**src/verilog/dscr_defs.vh**
```
// Purpose: shared constants for the status and control word bank
// Assumes: included by bare name from the design files
// Notes: field positions, reset values, bit-op selector codes
`ifndef DSCR_DEFS_VH
`define DSCR_DEFS_VH

// ==================================================
// status word zero fields
`define DSCR_ST0_ARP_HI 15
`define DSCR_ST0_ARP_LO 13
`define DSCR_ST0_OV 12
`define DSCR_ST0_OVM 11
`define DSCR_ST0_ONE 10
`define DSCR_ST0_GLOBAL_IRQ_DISABLE 9
`define DSCR_ST0_DP_HI 8
`define DSCR_ST0_DP_LO 0

// ==================================================
// status word one fields
`define DSCR_ST1_ARB_HI 15
`define DSCR_ST1_ARB_LO 13
`define DSCR_ST1_CNF 12
`define DSCR_ST1_TC 11
`define DSCR_ST1_SXM 10
`define DSCR_ST1_C 9
`define DSCR_ST1_XF 4
`define DSCR_ST1_PM_HI 1
`define DSCR_ST1_PM_LO 0

// reserved positions read as one
`define DSCR_ST0_RSVD 16'h0400
`define DSCR_ST1_RSVD 16'h01EC

// ==================================================
// reset values of the individual fields
`define DSCR_RST_ARP 3'h0
`define DSCR_RST_ARB 3'h0
`define DSCR_RST_OV 1'b0
`define DSCR_RST_OVM 1'b0
`define DSCR_RST_GLOBAL_IRQ_DISABLE 1'b1
`define DSCR_RST_DP 9'h000
`define DSCR_RST_CNF 1'b0
`define DSCR_RST_TC 1'b0
`define DSCR_RST_SXM 1'b1
`define DSCR_RST_C 1'b1
`define DSCR_RST_XF 1'b1
`define DSCR_RST_PM 2'h0

// ==================================================
// single-bit set/clear selector codes
`define DSCR_BIT_OVM 3'h0
`define DSCR_BIT_GLOBAL_IRQ_DISABLE 3'h1
`define DSCR_BIT_CNF 3'h2
`define DSCR_BIT_TC 3'h3
`define DSCR_BIT_SXM 3'h4
`define DSCR_BIT_C 3'h5
`define DSCR_BIT_XF 3'h6

// product shift modes
`define DSCR_PM_NONE 2'h0
`define DSCR_PM_L1 2'h1
`define DSCR_PM_L4 2'h2
`define DSCR_PM_R6 2'h3

`endif

```
**src/verilog/dscr_pscale.v**
```verilog
// Purpose: product scaling shifter on the path from product register to alu
// Assumes: product_reg is held outside and never altered here
// Notes: purely combinational; the caller registers the result
`timescale 1ns/1ps
`include "dscr_defs.vh"

module dscr_pscale #(
	parameter PW = 32
) (
	product_shift_sel,
	product_reg,
	scaled
);
	input wire [1:0] product_shift_sel;
	input wire [PW-1:0] product_reg;
	output reg [PW-1:0] scaled;

	// ==================================================
	// shift select
	always @* begin
		case (product_shift_sel)
			`DSCR_PM_NONE: begin
				scaled = product_reg;
			end
			`DSCR_PM_L1: begin
				scaled = {product_reg[PW-2:0], 1'b0};
			end
			`DSCR_PM_L4: begin
				scaled = {product_reg[PW-5:0], 4'h0};
			end
			`DSCR_PM_R6: begin
				scaled = {{6{product_reg[PW-1]}}, product_reg[PW-1:6]};
			end
			default: begin
				scaled = product_reg;
			end
		endcase
	end
endmodule

```
**src/verilog/dscr_regs.v**
```verilog
// Purpose: processor status words zero and one with their update logic
// Assumes: one core instruction event per cycle; all inputs synchronous to clk
// Notes: store-status reads the registered words; reserved bits are constants
`timescale 1ns/1ps
`include "dscr_defs.vh"

module dscr_regs #(
	parameter PW = 32
) (
	input wire clk,
	input wire rst,
	input wire load_status_instr,
	input wire load_status_word,
	input wire [15:0] load_status_data,
	output wire [15:0] status_word_zero,
	output wire [15:0] status_word_one,
	input wire bit_set_instr,
	input wire bit_clear_instr,
	input wire [2:0] bit_sel,
	input wire arp_load_en,
	input wire [2:0] arp_load_val,
	input wire load_page_instr,
	input wire [8:0] load_page_val,
	input wire [6:0] instr_low_bits,
	output wire [15:0] direct_addr,
	input wire set_shift_instr,
	input wire [1:0] set_shift_val,
	input wire alu_add,
	input wire alu_sub,
	input wire alu_shift16,
	input wire alu_carry_out,
	input wire alu_borrow,
	input wire shift_carry_en,
	input wire shift_carry_val,
	input wire alu_overflow,
	input wire cond_branch_instr,
	input wire cond_branch_on_ov,
	input wire trap_taken,
	input wire maskable_irq_req,
	output wire maskable_irq_ok,
	input wire bit_test_en,
	input wire bit_test_val,
	input wire aux_compare_instr,
	input wire aux_compare_true,
	input wire left_justify_instr,
	input wire [1:0] acc_msbs,
	input wire add_no_extend_instr,
	output wire sign_extend_active,
	output wire [2:0] aux_reg_pointer,
	output wire saturate_mode_sel,
	output wire ram_space_select,
	output wire test_cond_flag,
	output wire carry_flag,
	output wire arith_wrap_flag,
	output wire global_irq_disable,
	output wire external_flag_pin,
	input wire [PW-1:0] product_reg,
	output wire [PW-1:0] scaled_product
);

	// ==================================================
	// state
	reg [2:0] arp_ff;
	reg [2:0] nxt_arp;
	reg [2:0] arb_ff;
	reg [2:0] nxt_arb;
	reg ov_ff;
	reg nxt_ov;
	reg ovm_ff;
	reg nxt_ovm;
	reg global_irq_disable_ff;
	reg nxt_global_irq_disable;
	reg [8:0] dp_ff;
	reg [8:0] nxt_dp;
	reg cnf_ff;
	reg nxt_cnf;
	reg tc_ff;
	reg nxt_tc;
	reg sxm_ff;
	reg nxt_sxm;
	reg c_ff;
	reg nxt_c;
	reg xf_ff;
	reg nxt_xf;
	reg [1:0] pm_ff;
	reg [1:0] nxt_pm;
	reg [PW-1:0] scaled_ff;
	wire [PW-1:0] scaled_comb;
	wire lst0;
	wire lst1;
	wire bit_op;

	// one decode shared by every bit-addressed flag
	function bit_hit;
		input op;
		input [2:0] sel;
		input [2:0] code;
		begin
			bit_hit = op && (sel == code);
		end
	endfunction

	assign lst0 = load_status_instr && !load_status_word;
	assign lst1 = load_status_instr && load_status_word;
	assign bit_op = bit_set_instr || bit_clear_instr;

	// ==================================================
	// next-state logic
	always @* begin
		nxt_arp = arp_ff;
		nxt_arb = arb_ff;
		nxt_ov = ov_ff;
		nxt_ovm = ovm_ff;
		nxt_global_irq_disable = global_irq_disable_ff;
		nxt_dp = dp_ff;
		nxt_cnf = cnf_ff;
		nxt_tc = tc_ff;
		nxt_sxm = sxm_ff;
		nxt_c = c_ff;
		nxt_xf = xf_ff;
		nxt_pm = pm_ff;

		if (lst0) begin
			nxt_arp = load_status_data[`DSCR_ST0_ARP_HI:`DSCR_ST0_ARP_LO];
		end else if (lst1) begin
			nxt_arb = load_status_data[`DSCR_ST1_ARB_HI:`DSCR_ST1_ARB_LO];
			nxt_arp = load_status_data[`DSCR_ST1_ARB_HI:`DSCR_ST1_ARB_LO];
		end else if (arp_load_en) begin
			nxt_arp = arp_load_val;
			nxt_arb = arp_ff;
		end

		// clears first, so a same-cycle overflow still latches
		if (lst0) begin
			nxt_ov = load_status_data[`DSCR_ST0_OV];
		end else if (cond_branch_instr && cond_branch_on_ov) begin
			nxt_ov = 1'b0;
		end
		if (alu_overflow) begin
			nxt_ov = 1'b1;
		end

		if (lst0) begin
			nxt_ovm = load_status_data[`DSCR_ST0_OVM];
			nxt_dp = load_status_data[`DSCR_ST0_DP_HI:`DSCR_ST0_DP_LO];
		end else if (load_page_instr) begin
			nxt_dp = load_page_val;
		end

		if (lst1) begin
			nxt_cnf = load_status_data[`DSCR_ST1_CNF];
			nxt_tc = load_status_data[`DSCR_ST1_TC];
			nxt_sxm = load_status_data[`DSCR_ST1_SXM];
			nxt_c = load_status_data[`DSCR_ST1_C];
			nxt_pm = load_status_data[`DSCR_ST1_PM_HI:`DSCR_ST1_PM_LO];
			nxt_xf = load_status_data[`DSCR_ST1_XF];
		end else if (set_shift_instr) begin
			nxt_pm = set_shift_val;
		end

		if (bit_test_en) begin
			nxt_tc = bit_test_val;
		end else if (aux_compare_instr) begin
			nxt_tc = aux_compare_true;
		end else if (left_justify_instr) begin
			nxt_tc = acc_msbs[1] ^ acc_msbs[0];
		end

		if (alu_add) begin
			if (alu_shift16) begin
				if (alu_carry_out) begin
					nxt_c = 1'b1;
				end
			end else begin
				nxt_c = alu_carry_out;
			end
		end else if (alu_sub) begin
			if (alu_shift16) begin
				if (alu_borrow) begin
					nxt_c = 1'b0;
				end
			end else begin
				nxt_c = !alu_borrow;
			end
		end else if (shift_carry_en) begin
			nxt_c = shift_carry_val;
		end

		if (bit_hit(bit_op, bit_sel, `DSCR_BIT_OVM)) begin
			nxt_ovm = bit_set_instr;
		end
		if (bit_hit(bit_op, bit_sel, `DSCR_BIT_GLOBAL_IRQ_DISABLE)) begin
			nxt_global_irq_disable = bit_set_instr;
		end
		if (bit_hit(bit_op, bit_sel, `DSCR_BIT_CNF)) begin
			nxt_cnf = bit_set_instr;
		end
		if (bit_hit(bit_op, bit_sel, `DSCR_BIT_TC)) begin
			nxt_tc = bit_set_instr;
		end
		if (bit_hit(bit_op, bit_sel, `DSCR_BIT_SXM)) begin
			nxt_sxm = bit_set_instr;
		end
		if (bit_hit(bit_op, bit_sel, `DSCR_BIT_C)) begin
			nxt_c = bit_set_instr;
		end
		if (bit_hit(bit_op, bit_sel, `DSCR_BIT_XF)) begin
			nxt_xf = bit_set_instr;
		end

		// trap entry wins over a same-cycle clear
		if (trap_taken) begin
			nxt_global_irq_disable = 1'b1;
		end
	end

	// ==================================================
	// registers
	// reset values
	always @(posedge clk or posedge rst) begin
		if (rst) begin
			arp_ff <= `DSCR_RST_ARP;
			arb_ff <= `DSCR_RST_ARB;
			ov_ff <= `DSCR_RST_OV;
			ovm_ff <= `DSCR_RST_OVM;
			global_irq_disable_ff <= `DSCR_RST_GLOBAL_IRQ_DISABLE;
			dp_ff <= `DSCR_RST_DP;
			cnf_ff <= `DSCR_RST_CNF;
			tc_ff <= `DSCR_RST_TC;
			sxm_ff <= `DSCR_RST_SXM;
			c_ff <= `DSCR_RST_C;
			xf_ff <= `DSCR_RST_XF;
			pm_ff <= `DSCR_RST_PM;
			scaled_ff <= {PW{1'b0}};
		end else begin
			arp_ff <= nxt_arp;
			arb_ff <= nxt_arb;
			ov_ff <= nxt_ov;
			ovm_ff <= nxt_ovm;
			global_irq_disable_ff <= nxt_global_irq_disable;
			dp_ff <= nxt_dp;
			cnf_ff <= nxt_cnf;
			tc_ff <= nxt_tc;
			sxm_ff <= nxt_sxm;
			c_ff <= nxt_c;
			xf_ff <= nxt_xf;
			pm_ff <= nxt_pm;
			scaled_ff <= scaled_comb;
		end
	end

	// ==================================================
	// status word assembly
	// reserved bits are constants, never stored
	assign status_word_zero = {arp_ff, ov_ff, ovm_ff, 1'b1, global_irq_disable_ff, dp_ff} | `DSCR_ST0_RSVD;
	assign status_word_one = {arb_ff, cnf_ff, tc_ff, sxm_ff, c_ff, 4'hF, xf_ff, 2'h3, pm_ff} | `DSCR_ST1_RSVD;

	assign direct_addr = {dp_ff, instr_low_bits};
	assign maskable_irq_ok = maskable_irq_req && !global_irq_disable_ff;
	assign sign_extend_active = sxm_ff && !add_no_extend_instr;

	assign aux_reg_pointer = arp_ff;
	// saturation mode exported to the accumulator
	assign saturate_mode_sel = ovm_ff;
	assign ram_space_select = cnf_ff;
	assign test_cond_flag = tc_ff;
	assign carry_flag = c_ff;
	assign arith_wrap_flag = ov_ff;
	assign global_irq_disable = global_irq_disable_ff;
	assign external_flag_pin = xf_ff;

	// ==================================================
	// product scaling, one cycle of latency
	// scaling leaves product_reg untouched
	dscr_pscale #(
		.PW(PW)
	) u_pscale (
		.product_shift_sel(pm_ff),
		.product_reg(product_reg),
		.scaled(scaled_comb)
	);
	assign scaled_product = scaled_ff;

endmodule

```
**config.mk**
```make
export PLATFORM = sky130hd
export DESIGN_NAME = dscr_regs
export DESIGN_NICKNAME = d
export VERILOG_FILES = /design/src/verilog/dscr_pscale.v /design/src/verilog/dscr_regs.v
export VERILOG_INCLUDE_DIRS = /design/src /design/src/verilog
export SDC_FILE = /design/constraint.sdc
export NUM_CORES = 1
export LEC_CHECK = 0
export BUFFER_PORTS_ARGS = -buffer_cell sky130_fd_sc_hd__buf_2
export CORE_MARGIN = 4
export CORE_UTILIZATION = 47
export DETAILED_ROUTE_END_ITERATION = 12
export PLACE_DENSITY = 0.89
export SKIP_LAST_GASP = 1
export SYNTH_ARGS = -nofsm -noshare
export SYNTH_HDL_FRONTEND = slang
export SYNTH_SLANG_ARGS = --single-unit
```
**constraint.sdc**
```tcl
create_clock -name clk -period 2.5 [get_ports clk]
set_input_delay 0.375 -clock clk [delete_from_list [all_inputs] [get_ports clk]]
set_output_delay 0.375 -clock clk [all_outputs]
set_load 0.02 [all_outputs]
```
# --- Word level (Yosys, flattened, before mapping) ---
# Index checks and enable logic that the tools add are counted.
totals:
  in_bits: 101
  register_bits: 57
classes:
  n_reduce_logical: 31
  bitwise: 2
  n_eq_ne: 9
  muxes: 37
ops:
  columns: ["op", "n"]
  rows:
  - ["case mux 32 bit (4 select lines)", 1]
  - ["2-to-1 mux 1 bit", 27]
  - ["2-to-1 mux 9 bit", 2]
  - ["nonzero test 2 bit", 8]
  - ["2-to-1 mux 3 bit", 5]
  - ["logical AND 1 bit", 12]
  - ["equality test 3 bit (second input constant)", 3]
  - ["equality test 3 x 2 -> 1 bit (second input constant)", 2]
  - ["nonzero test 3 bit", 2]
  - ["nonzero test 5 bit", 1]
  - ["equality test 2 bit (second input constant)", 2]
  - ["zero test 1 bit", 4]
  - ["2-to-1 mux 2 bit", 2]
  - ["equality test 3 x 1 -> 1 bit (second input constant)", 1]
  - ["zero test 3 bit", 1]
  - ["equality test 2 x 1 -> 1 bit (second input constant)", 1]
  - ["zero test 2 bit", 1]
  - ["AND reduction 2 bit", 1]
  - ["logical OR 1 bit", 1]
  - ["inverter 1 bit", 1]
  - ["XOR 1 bit", 1]

# --- Depth between registers and ports, before layout ---
# Gate-level depths: netlist (run 1).
logic_depth:
  word_depth: 7
  depth_mapped: 6
  ltp_nobuf: 4

# --- By module ---
# A second synthesis (run 1) with hierarchy kept.
unflattened:
  hier_cells: 256
  hier_area_um2: 3279.4
modules_own_cells:
  columns: ["mod", "instances", "seq_area_each_um2", "area_each_um2", "cells_each"]
  rows:
  - ["dscr_regs", 1, 1431.4, 2437.3, 206]
  - ["dscr_pscale", 1, 0.0, 842.1, 50]

# --- Worst setup path before layout (run 1) ---
# Ideal clock, no wire load.
synth_path:
  kind: "reg-to-reg"
  start: "register pm_ff[1]"
  end: "register scaled_ff[12] (netlist: scaled_product[12])"
  path_slack_ps: 1075
  required_ps: 2361
  setup_time_ps: 139
  path_stages_with_launch: 3
  arrival_ps: 1286
  path_cell_list: "dfrtp_1 -> buf_2 -> mux4_2"
synth_via:
  elab_chain_cells: 2
synth_rtl:
  columns: ["item", "line_no", "text"]
  rows:
  - ["from (decl)", "dscr_regs.v:85", "reg [1:0] pm_ff;"]
  - ["from (signal assigned)", "dscr_regs.v:233", "pm_ff <= `DSCR_RST_PM;"]
  - ["from (signal assigned)", "dscr_regs.v:247", "pm_ff <= nxt_pm;"]
  - ["equality test 2 bit (tied with other cells)", "dscr_pscale.v:21", "case (product_shift_sel)"]
  - ["case mux 32 bit (4 select lines) *", "dscr_pscale.v:21", null]
  - ["via scaled_comb[12]", "dscr_regs.v:88", "wire [PW-1:0] scaled_comb;"]
  - ["to (signal assigned)", "dscr_regs.v:234", "scaled_ff <= {PW{1'b0}};"]
  - ["to (signal assigned)", "dscr_regs.v:248", "scaled_ff <= scaled_comb;"]
  - ["to (decl)", "dscr_regs.v:87", "reg [PW-1:0] scaled_ff;"]
# Mark *: on every way through the listed nets, which the timed path passes. The rest lies on a longest branch.
# A chain may end at the register's enable or synchronous reset.

# --- Worst setup path after layout (run 1) ---
layout_path:
  start: "register pm_ff[0]"
  end: "output status_word_one[0]"
layout_rtl:
  columns: ["item", "line_no", "text"]
  rows:
  - ["to (decl)", "dscr_regs.v:16", "output wire [15:0] status_word_one,"]
# No word-level cell between the ends.

==> results of run 1 <==
[sequential cells by signal (all words and copies together) (netlist names), 2 cells and up]
register	flops
scaled_product	32
dp_ff	9
arb_ff	3
aux_reg_pointer	3
pm_ff	2
[path summary, 6_finish.rpt]
check | start | to | slack (ns) | cells after the start
worst min-delay path | rst | scaled_product[21] | 0.11 | 2
worst max register to register | pm_ff[0] | scaled_product[28] | 0.92 | 1
min in group clk | trap_taken | global_irq_disable | 0.24 | 2
worst max-delay path | pm_ff[0] | status_word_one[0] | 0.65 | 1
max in group asynchronous | rst | dp_ff[0] | 1.80 | 3
worst min register to register | arb_ff[0] | arb_ff[0] | 0.48 | 2
[per-layer routing]
metal / GRT usage (%) / up-vias / wire length (um)
li1: - / 1192 / -
met1: 27.6 / 1279 / 3260
met2: 36.8 / 175 / 4520
met3: 7.00 / 27 / 844
met4: 9.57 / 0 / 266
met5: 0 / - / 0
[metrics by stage]
step | setup WS, ns | utilization [%]
floorplan | 0.732 | -
global placement | 0.958 | 59.9
finish | 0.652 | 63.5
global route | 0.493 | 63.5
CTS | 0.613 | 63.5
detailed placement | 0.904 | 59.9
[power breakdown]
group,total (W),internal (W),switching (W)
logic,0.000869,0.000367,0.000502
registers,0.00114,0.00106,0.0000815
clock network,0.000999,0.000612,0.000387
total,0.00301,0.00204,0.000970
[cell type report]
cell class / count / area (sq um)
clock buffer: 11 / 151
clock inverter: 5 / 77.6
inverter: 2 / 7.51
timing repair buffer: 176 / 906
fill: 507 / 2360
sequential: 57 / 1430
multi-input combinational: 152 / 1430
tap: 77 / 96.3
[logic make-up after synthesis]
kind of cell	synth area share (%)
other	0.117
flip-flops	44.8
multiplexers	26.7
buffers and inverters	11.2
AO/OA/AOI/OAI	8.77
XOR/XNOR	0.274
AND/OR/NAND/NOR	8.11
[cell usage in the layout (no fill, tap or decap), drive strengths merged, types with 7 or more instances in the layout]
cell / count
dfrtp: 53
mux2i: 20
conb: 7
o21ai: 17
buf: 176
nand2: 18
clkbuf: 11
mux4: 27
==> impl_metrics.csv, run 1 <==
group,metric,value,unit
routing,route.detailed.drc,0,
sta,finClkSkew,0.0131,ns
cells_and_area,final_cell_area,4100,sq um
cts,cts_tree,"yes",
synthesis,yosysTopAreaCell,"dfrtp_1",
grt,grt_max_degree,40,
synthesis,netlist_area,3200,sq um
critical_path,slowest_stage,"dfrtp_2",
synthesis,synth_cell_type_count,42,
synthesis,synth_common_cells,"53 x dfrtp_1, 37 x buf_4, 27 x mux4_2, 20 x mux2i_1",
sta,worstMarginPinSlew,0.723,ns
cts,htreeDepth,3,
critical_path,cp_cell_sequence,"buf_2",
sta,finalSetupTns,0,ns
synthesis,synthCells,255,
sta,period_minus_slack,1.85,ns
synthesis,synth-main-ff-cell,"dfrtp_1",
cells_and_area,instances_no_fill,480,
job,max_cap_viol_count,0,
floorplanning,fp.dieH,90.5,um
cts,root_buffer,"clkbuf_8",
critical_path,cp-end-kind,"primary output",
placement,io_buffers,171,
routing,routedWlPerCell,18.5,um
sta,setup_viol,0,
floorplanning,rows,29,
routing,drt_iter0_drc,228,
run_status,status,"finished clean",
routing,first_pass_iters,4,
routing,wirelength,8.89,mm
grt,grt_pass1_wl,14.4,mm
sta,rsz0062_at_grt,"false",
cts,cts_resized,0,
synthesis,synthTopCellsByArea,"dfrtp_1 42%, mux4_2 19%, buf_4 8.7%",
cells_and_area,area_growth,28.3,%
floorplanning,core_area,6460,sq um
cts,clock_sinks,57,
sta,fmax,541,MHz
critical_path,crit_family,"flip-flops",
routing,routed-via-count,2673,
cts,cts.path.max_buffers,2,
synthesis,async_flop_share,100,%
placement,dp_cells,464,
pwr,leakage,2.03,nW
cts,postCtsSetupBuffers,0,
grt,grt_pass1_vias,2801,
synthesis,avgSynthCellArea,12.5,sq um
hold_path,hp-class,"in2async",
pwr,power_density,734,nW/um^2
synthesis,ys_seq_elements,57,
grt,antenna_found_initial,0,
grt,grt_remaining_overflow,0,
critical_path,critPathKind,"reg2out",
floorplanning,die_x,90.5,um
grt,grt_use_total,22.5,%
placement,hpwlAfterDp,7.00,mm
synthesis,yosysTopAreaCellShare,41.5,%
sta,finalHoldViolCount,0,
cts,clk_pin_slew,0.08,ns
synthesis,synth_warnings,0,
critical_path,cp_data_required_time,2.12,ns
floorplanning,start_util,49.5,%
cells_and_area,drive_gt1_share,57.6,%
critical_path,path_max_fanout,29,
synthesis,synth_edf_count,0,
pwr,peakVddDrop,0.323,mV
synthesis,synth.most_common_cell,"dfrtp_1",
cts,clock_latency,0.34,ns
placement,post_dp_cell_area,3870,sq um
routing,drtAntennaViolNets,0,
routing,viasPerCell,5.57,
cells_and_area,fin_nets,499,
critical_path,crit_arrival,1.47,ns
pwr,power,0.00301,W
floorplanning,ioPinCount,193,
sta,report.final.slew_viol_count,0,
cells_and_area,diodes,0,
critical_path,path_buf_inv,1,
floorplanning,dieArea,8180,sq um
sta,hold_ws,0.106,ns
sta,fin_crit_sh,73.9,%
critical_path,max_stage_delay,0.84,ns
sta,max-slew-margin-rel,51.8,%
critical_path,startpoint_type,"flop",
placement,routabilityCongestion,0.962,
cts,hold_buffers,0,
cts,numCtsBuffers,9,
synthesis,yosysSeqAreaShare,44.8,%
(Power assumes the default switching activity.)
==> run 2: changes to the inputs <==
ABC_AREA = 1   (was not set)
CORE_UTILIZATION = 44   (was 47)
PLACE_DENSITY = 0.84   (was 0.89)
clock period = 1.9 ns   (was 2.5 ns; I/O delays follow)
==> run 2 against run 1 <==
Net effect:
- routed wire length rose by 7.3%
- sequential cell count unchanged
- total power is 29% higher
- combinational power rose by 36%
- largest power group unchanged
- critical path depth grew 5
- final area up 1.7%
- setup slack worse by 0.19 ns
- critical endpoint is now scaled_product[25]
- non-clock buffer count stayed put
- synthesized cell count rose by 62%
- highest routed layer unchanged
- cell count up 38%
- hold slack lost 0.11 ns
- sequential power grew 31%
- the run now ends with negative hold slack left
==> impl_metrics.csv, run 2 <==
group,metric,value,unit
pwr,power_density,932,nW/um^2
routing,route.detailed.drc,0,
routing,highest_layer,"met4",
cells_and_area,area_growth,28.6,%
critical_path,crit_start,"pm_ff[0]",
hold_path,hp-class,"in2async",
sta,finClkSkew,0.00727,ns
cts,hold_buffers,0,
routing,drt_iter0_drc,200,
sta,report.final.slew_viol_count,0,
sta,hold_ws,-0.00857,ns
cells_and_area,fin_nets,658,
cts,postCtsSetupBuffers,0,
synthesis,avgSynthCellArea,7.87,sq um
cts,clk_pin_slew,0.07,ns
synthesis,synth_edf_count,0,
critical_path,r2r-start,"pm_ff[0]",
synthesis,synth_common_cells,"136 x nand2_1, 53 x dfrtp_1, 48 x inv_1, 36 x buf_4, 20 x nand3_1",
critical_path,startpoint_type,"flop",
sta,fin_crit_sh,75.9,%
placement,dp_cells,645,
cts,clock_latency,0.32,ns
routing,wirelength,9.54,mm
job,max_cap_viol_count,0,
sta,setup_viol,0,
cells_and_area,diodes,0,
cells_and_area,fillers,698,
sta,finalHoldViolCount,7,
critical_path,path_max_fanout,19,
grt,antenna_found_initial,0,
pwr,peakVddDrop,0.431,mV
synthesis,synth_cell_type_count,30,
cts,root_buffer,"clkbuf_8",
cts,clock_sinks,57,
sta,period_minus_slack,1.44,ns
routing,viasPerCell,5.08,
floorplanning,start_util,45.0,%
placement,routabilityCongestion,0.925,
floorplanning,die_x,93.9,um
cts,htreeDepth,3,
run_status,status,"complete, but fails checks",
critical_path,cp-end-kind,"flop",
cells_and_area,final_common_cell,"buf_2",
sta,rsz0062_at_grt,"false",
cts,cts_resized,0,
floorplanning,dieArea,8810,sq um
routing,route.met3.wl,793,um
floorplanning,ioPinCount,193,
synthesis,synthCells,412,
critical_path,crit_arrival,1.65,ns
grt,grt_remaining_overflow,0,
routing,first_pass_iters,5,
synthesis,synth_warnings,0,
synthesis,netlist_area,3240,sq um
placement,hpwlAfterDp,7.42,mm
cts,cts.path.max_buffers,2,
synthesis,yosysSeqAreaShare,44.1,%
cts,cts_tree,"yes",
floorplanning,fp.dieH,93.9,um
routing,dr_wl_met2,4.67,mm
sta,max-slew-margin-rel,64.9,%
pwr,leakage,2.26,nW
synthesis,synth.most_common_cell,"nand2_1",
placement,io_buffers,171,
routing,drtAntennaViolNets,0,
routing,routedWlPerCell,14.4,um
routing,routed-via-count,3358,
floorplanning,rows,31,
run_status,violations,"negative hold slack",
cells_and_area,drive_gt1_share,38.6,%
routing,wl_met1,3.78,mm
sta,worstMarginPinSlew,0.526,ns
cells_and_area,layout_common_cells,"171 x buf_2, 136 x nand2_1, 53 x dfrtp_1",
critical_path,critPathKind,"reg2reg",
grt,grt_pass1_wl,15.2,mm
synthesis,synthTopCellsByArea,"dfrtp_1 41%, nand2_1 16%, buf_4 8.3%",
synthesis,yosysTopAreaCellShare,40.9,%
synthesis,ys_seq_elements,57,
synthesis,yosysTopAreaCell,"dfrtp_1",
synthesis,synth-main-ff-cell,"dfrtp_1",
grt,grt_pass1_vias,3180,
floorplanning,core_area,7210,sq um
cells_and_area,instances_no_fill,661,
cells_and_area,largest_reg_flops,32,
synthesis,async_flop_share,100,%
cells_and_area,regArea,1430,sq um
sta,fmax,694,MHz
critical_path,cp_data_required_time,2.11,ns
sta,finalSetupTns,0,ns
cells_and_area,multi_input_comb_area,1300,sq um
grt,grt_max_degree,35,
grt,grt_use_total,21.8,%
cts,numCtsBuffers,9,
[run 2: cell types whose count changed after synthesis, moves of 14 or more]
cell       before  now
nand2_1        17  136
inv_1           2   48
mux4_2         27    0
mux2i_1        20    0
o2111ai_1       0   17
nand3_1         6   20
[run 2: final cells by class]
class,instances,share of cell area [%]
clock inverter,6,1.98
inverter,53,4.83
sequential,57,34.3
clock buffer,10,3.06
multi-input combinational,260,31.1
timing repair buffer,176,21.7
tap,99,2.97
[run 2: final timing paths]
kind / end / slack, ns / depth (start not counted)
worst min register to register: global_irq_disable / 0.50 / 2
max in group asynchronous: scaled_product[27] / 1.34 / 3
worst max register to register: scaled_product[25] / 0.46 / 6
worst max-delay path: scaled_product[25] / 0.46 / 6
min in group clk: arith_wrap_flag / 0.15 / 2
worst min-delay path: dp_ff[6] / -0.009 / 2
[run 2: worst max-delay path, stage by stage (launching register included)]
cell and delay (ns):
dfrtp_1 0.43, nand2_2 0.21, inv_2 0.21, nand2_2 0.18, o21ai_0 0.10, a21oi_1 0.11
o21ai_0 0.09
[run 2: routing by layer]
layer  up-vias  global-route usage (%)
met5         -                       0
met4         0                    8.30
met3        36                    4.41
met2       193                    36.1
met1      1532                    28.0
li1       1597                       -
[run 2: cells by family after synthesis]
group                  count (synthesis)  synth area share, %
AOI/OAI and AO/OA                     52                 12.9
buffers and inverters                101                 16.6
DFF                                   57                 44.1
other                                  1                0.116
and+or+nand+nor                      201                 26.3
[run 2: power breakdown]
part / internal [W] / total (W) / switching (W) / leakage [nW]
logic: 0.000392 / 0.00118 / 0.000791 / 1.47
registers: 0.00141 / 0.00149 / 0.0000841 / 0.678
clock network: 0.000732 / 0.00121 / 0.000482 / 0.106
[run 2: metrics by stage]
step                util [%]  setup slack (ns)  hold WS [ns]  area, sq um  power, W
floorplan                  -             0.222         0.395         3270   0.00232
global route            57.8             0.330        0.0292         4170   0.00409
global placement        54.9             0.565         0.352         3960   0.00267
CTS                     57.8             0.462       0.00779         4170   0.00390
finish                  57.8             0.458      -0.00857         4170   0.00389
detailed placement      54.9             0.516         0.360         3960   0.00269
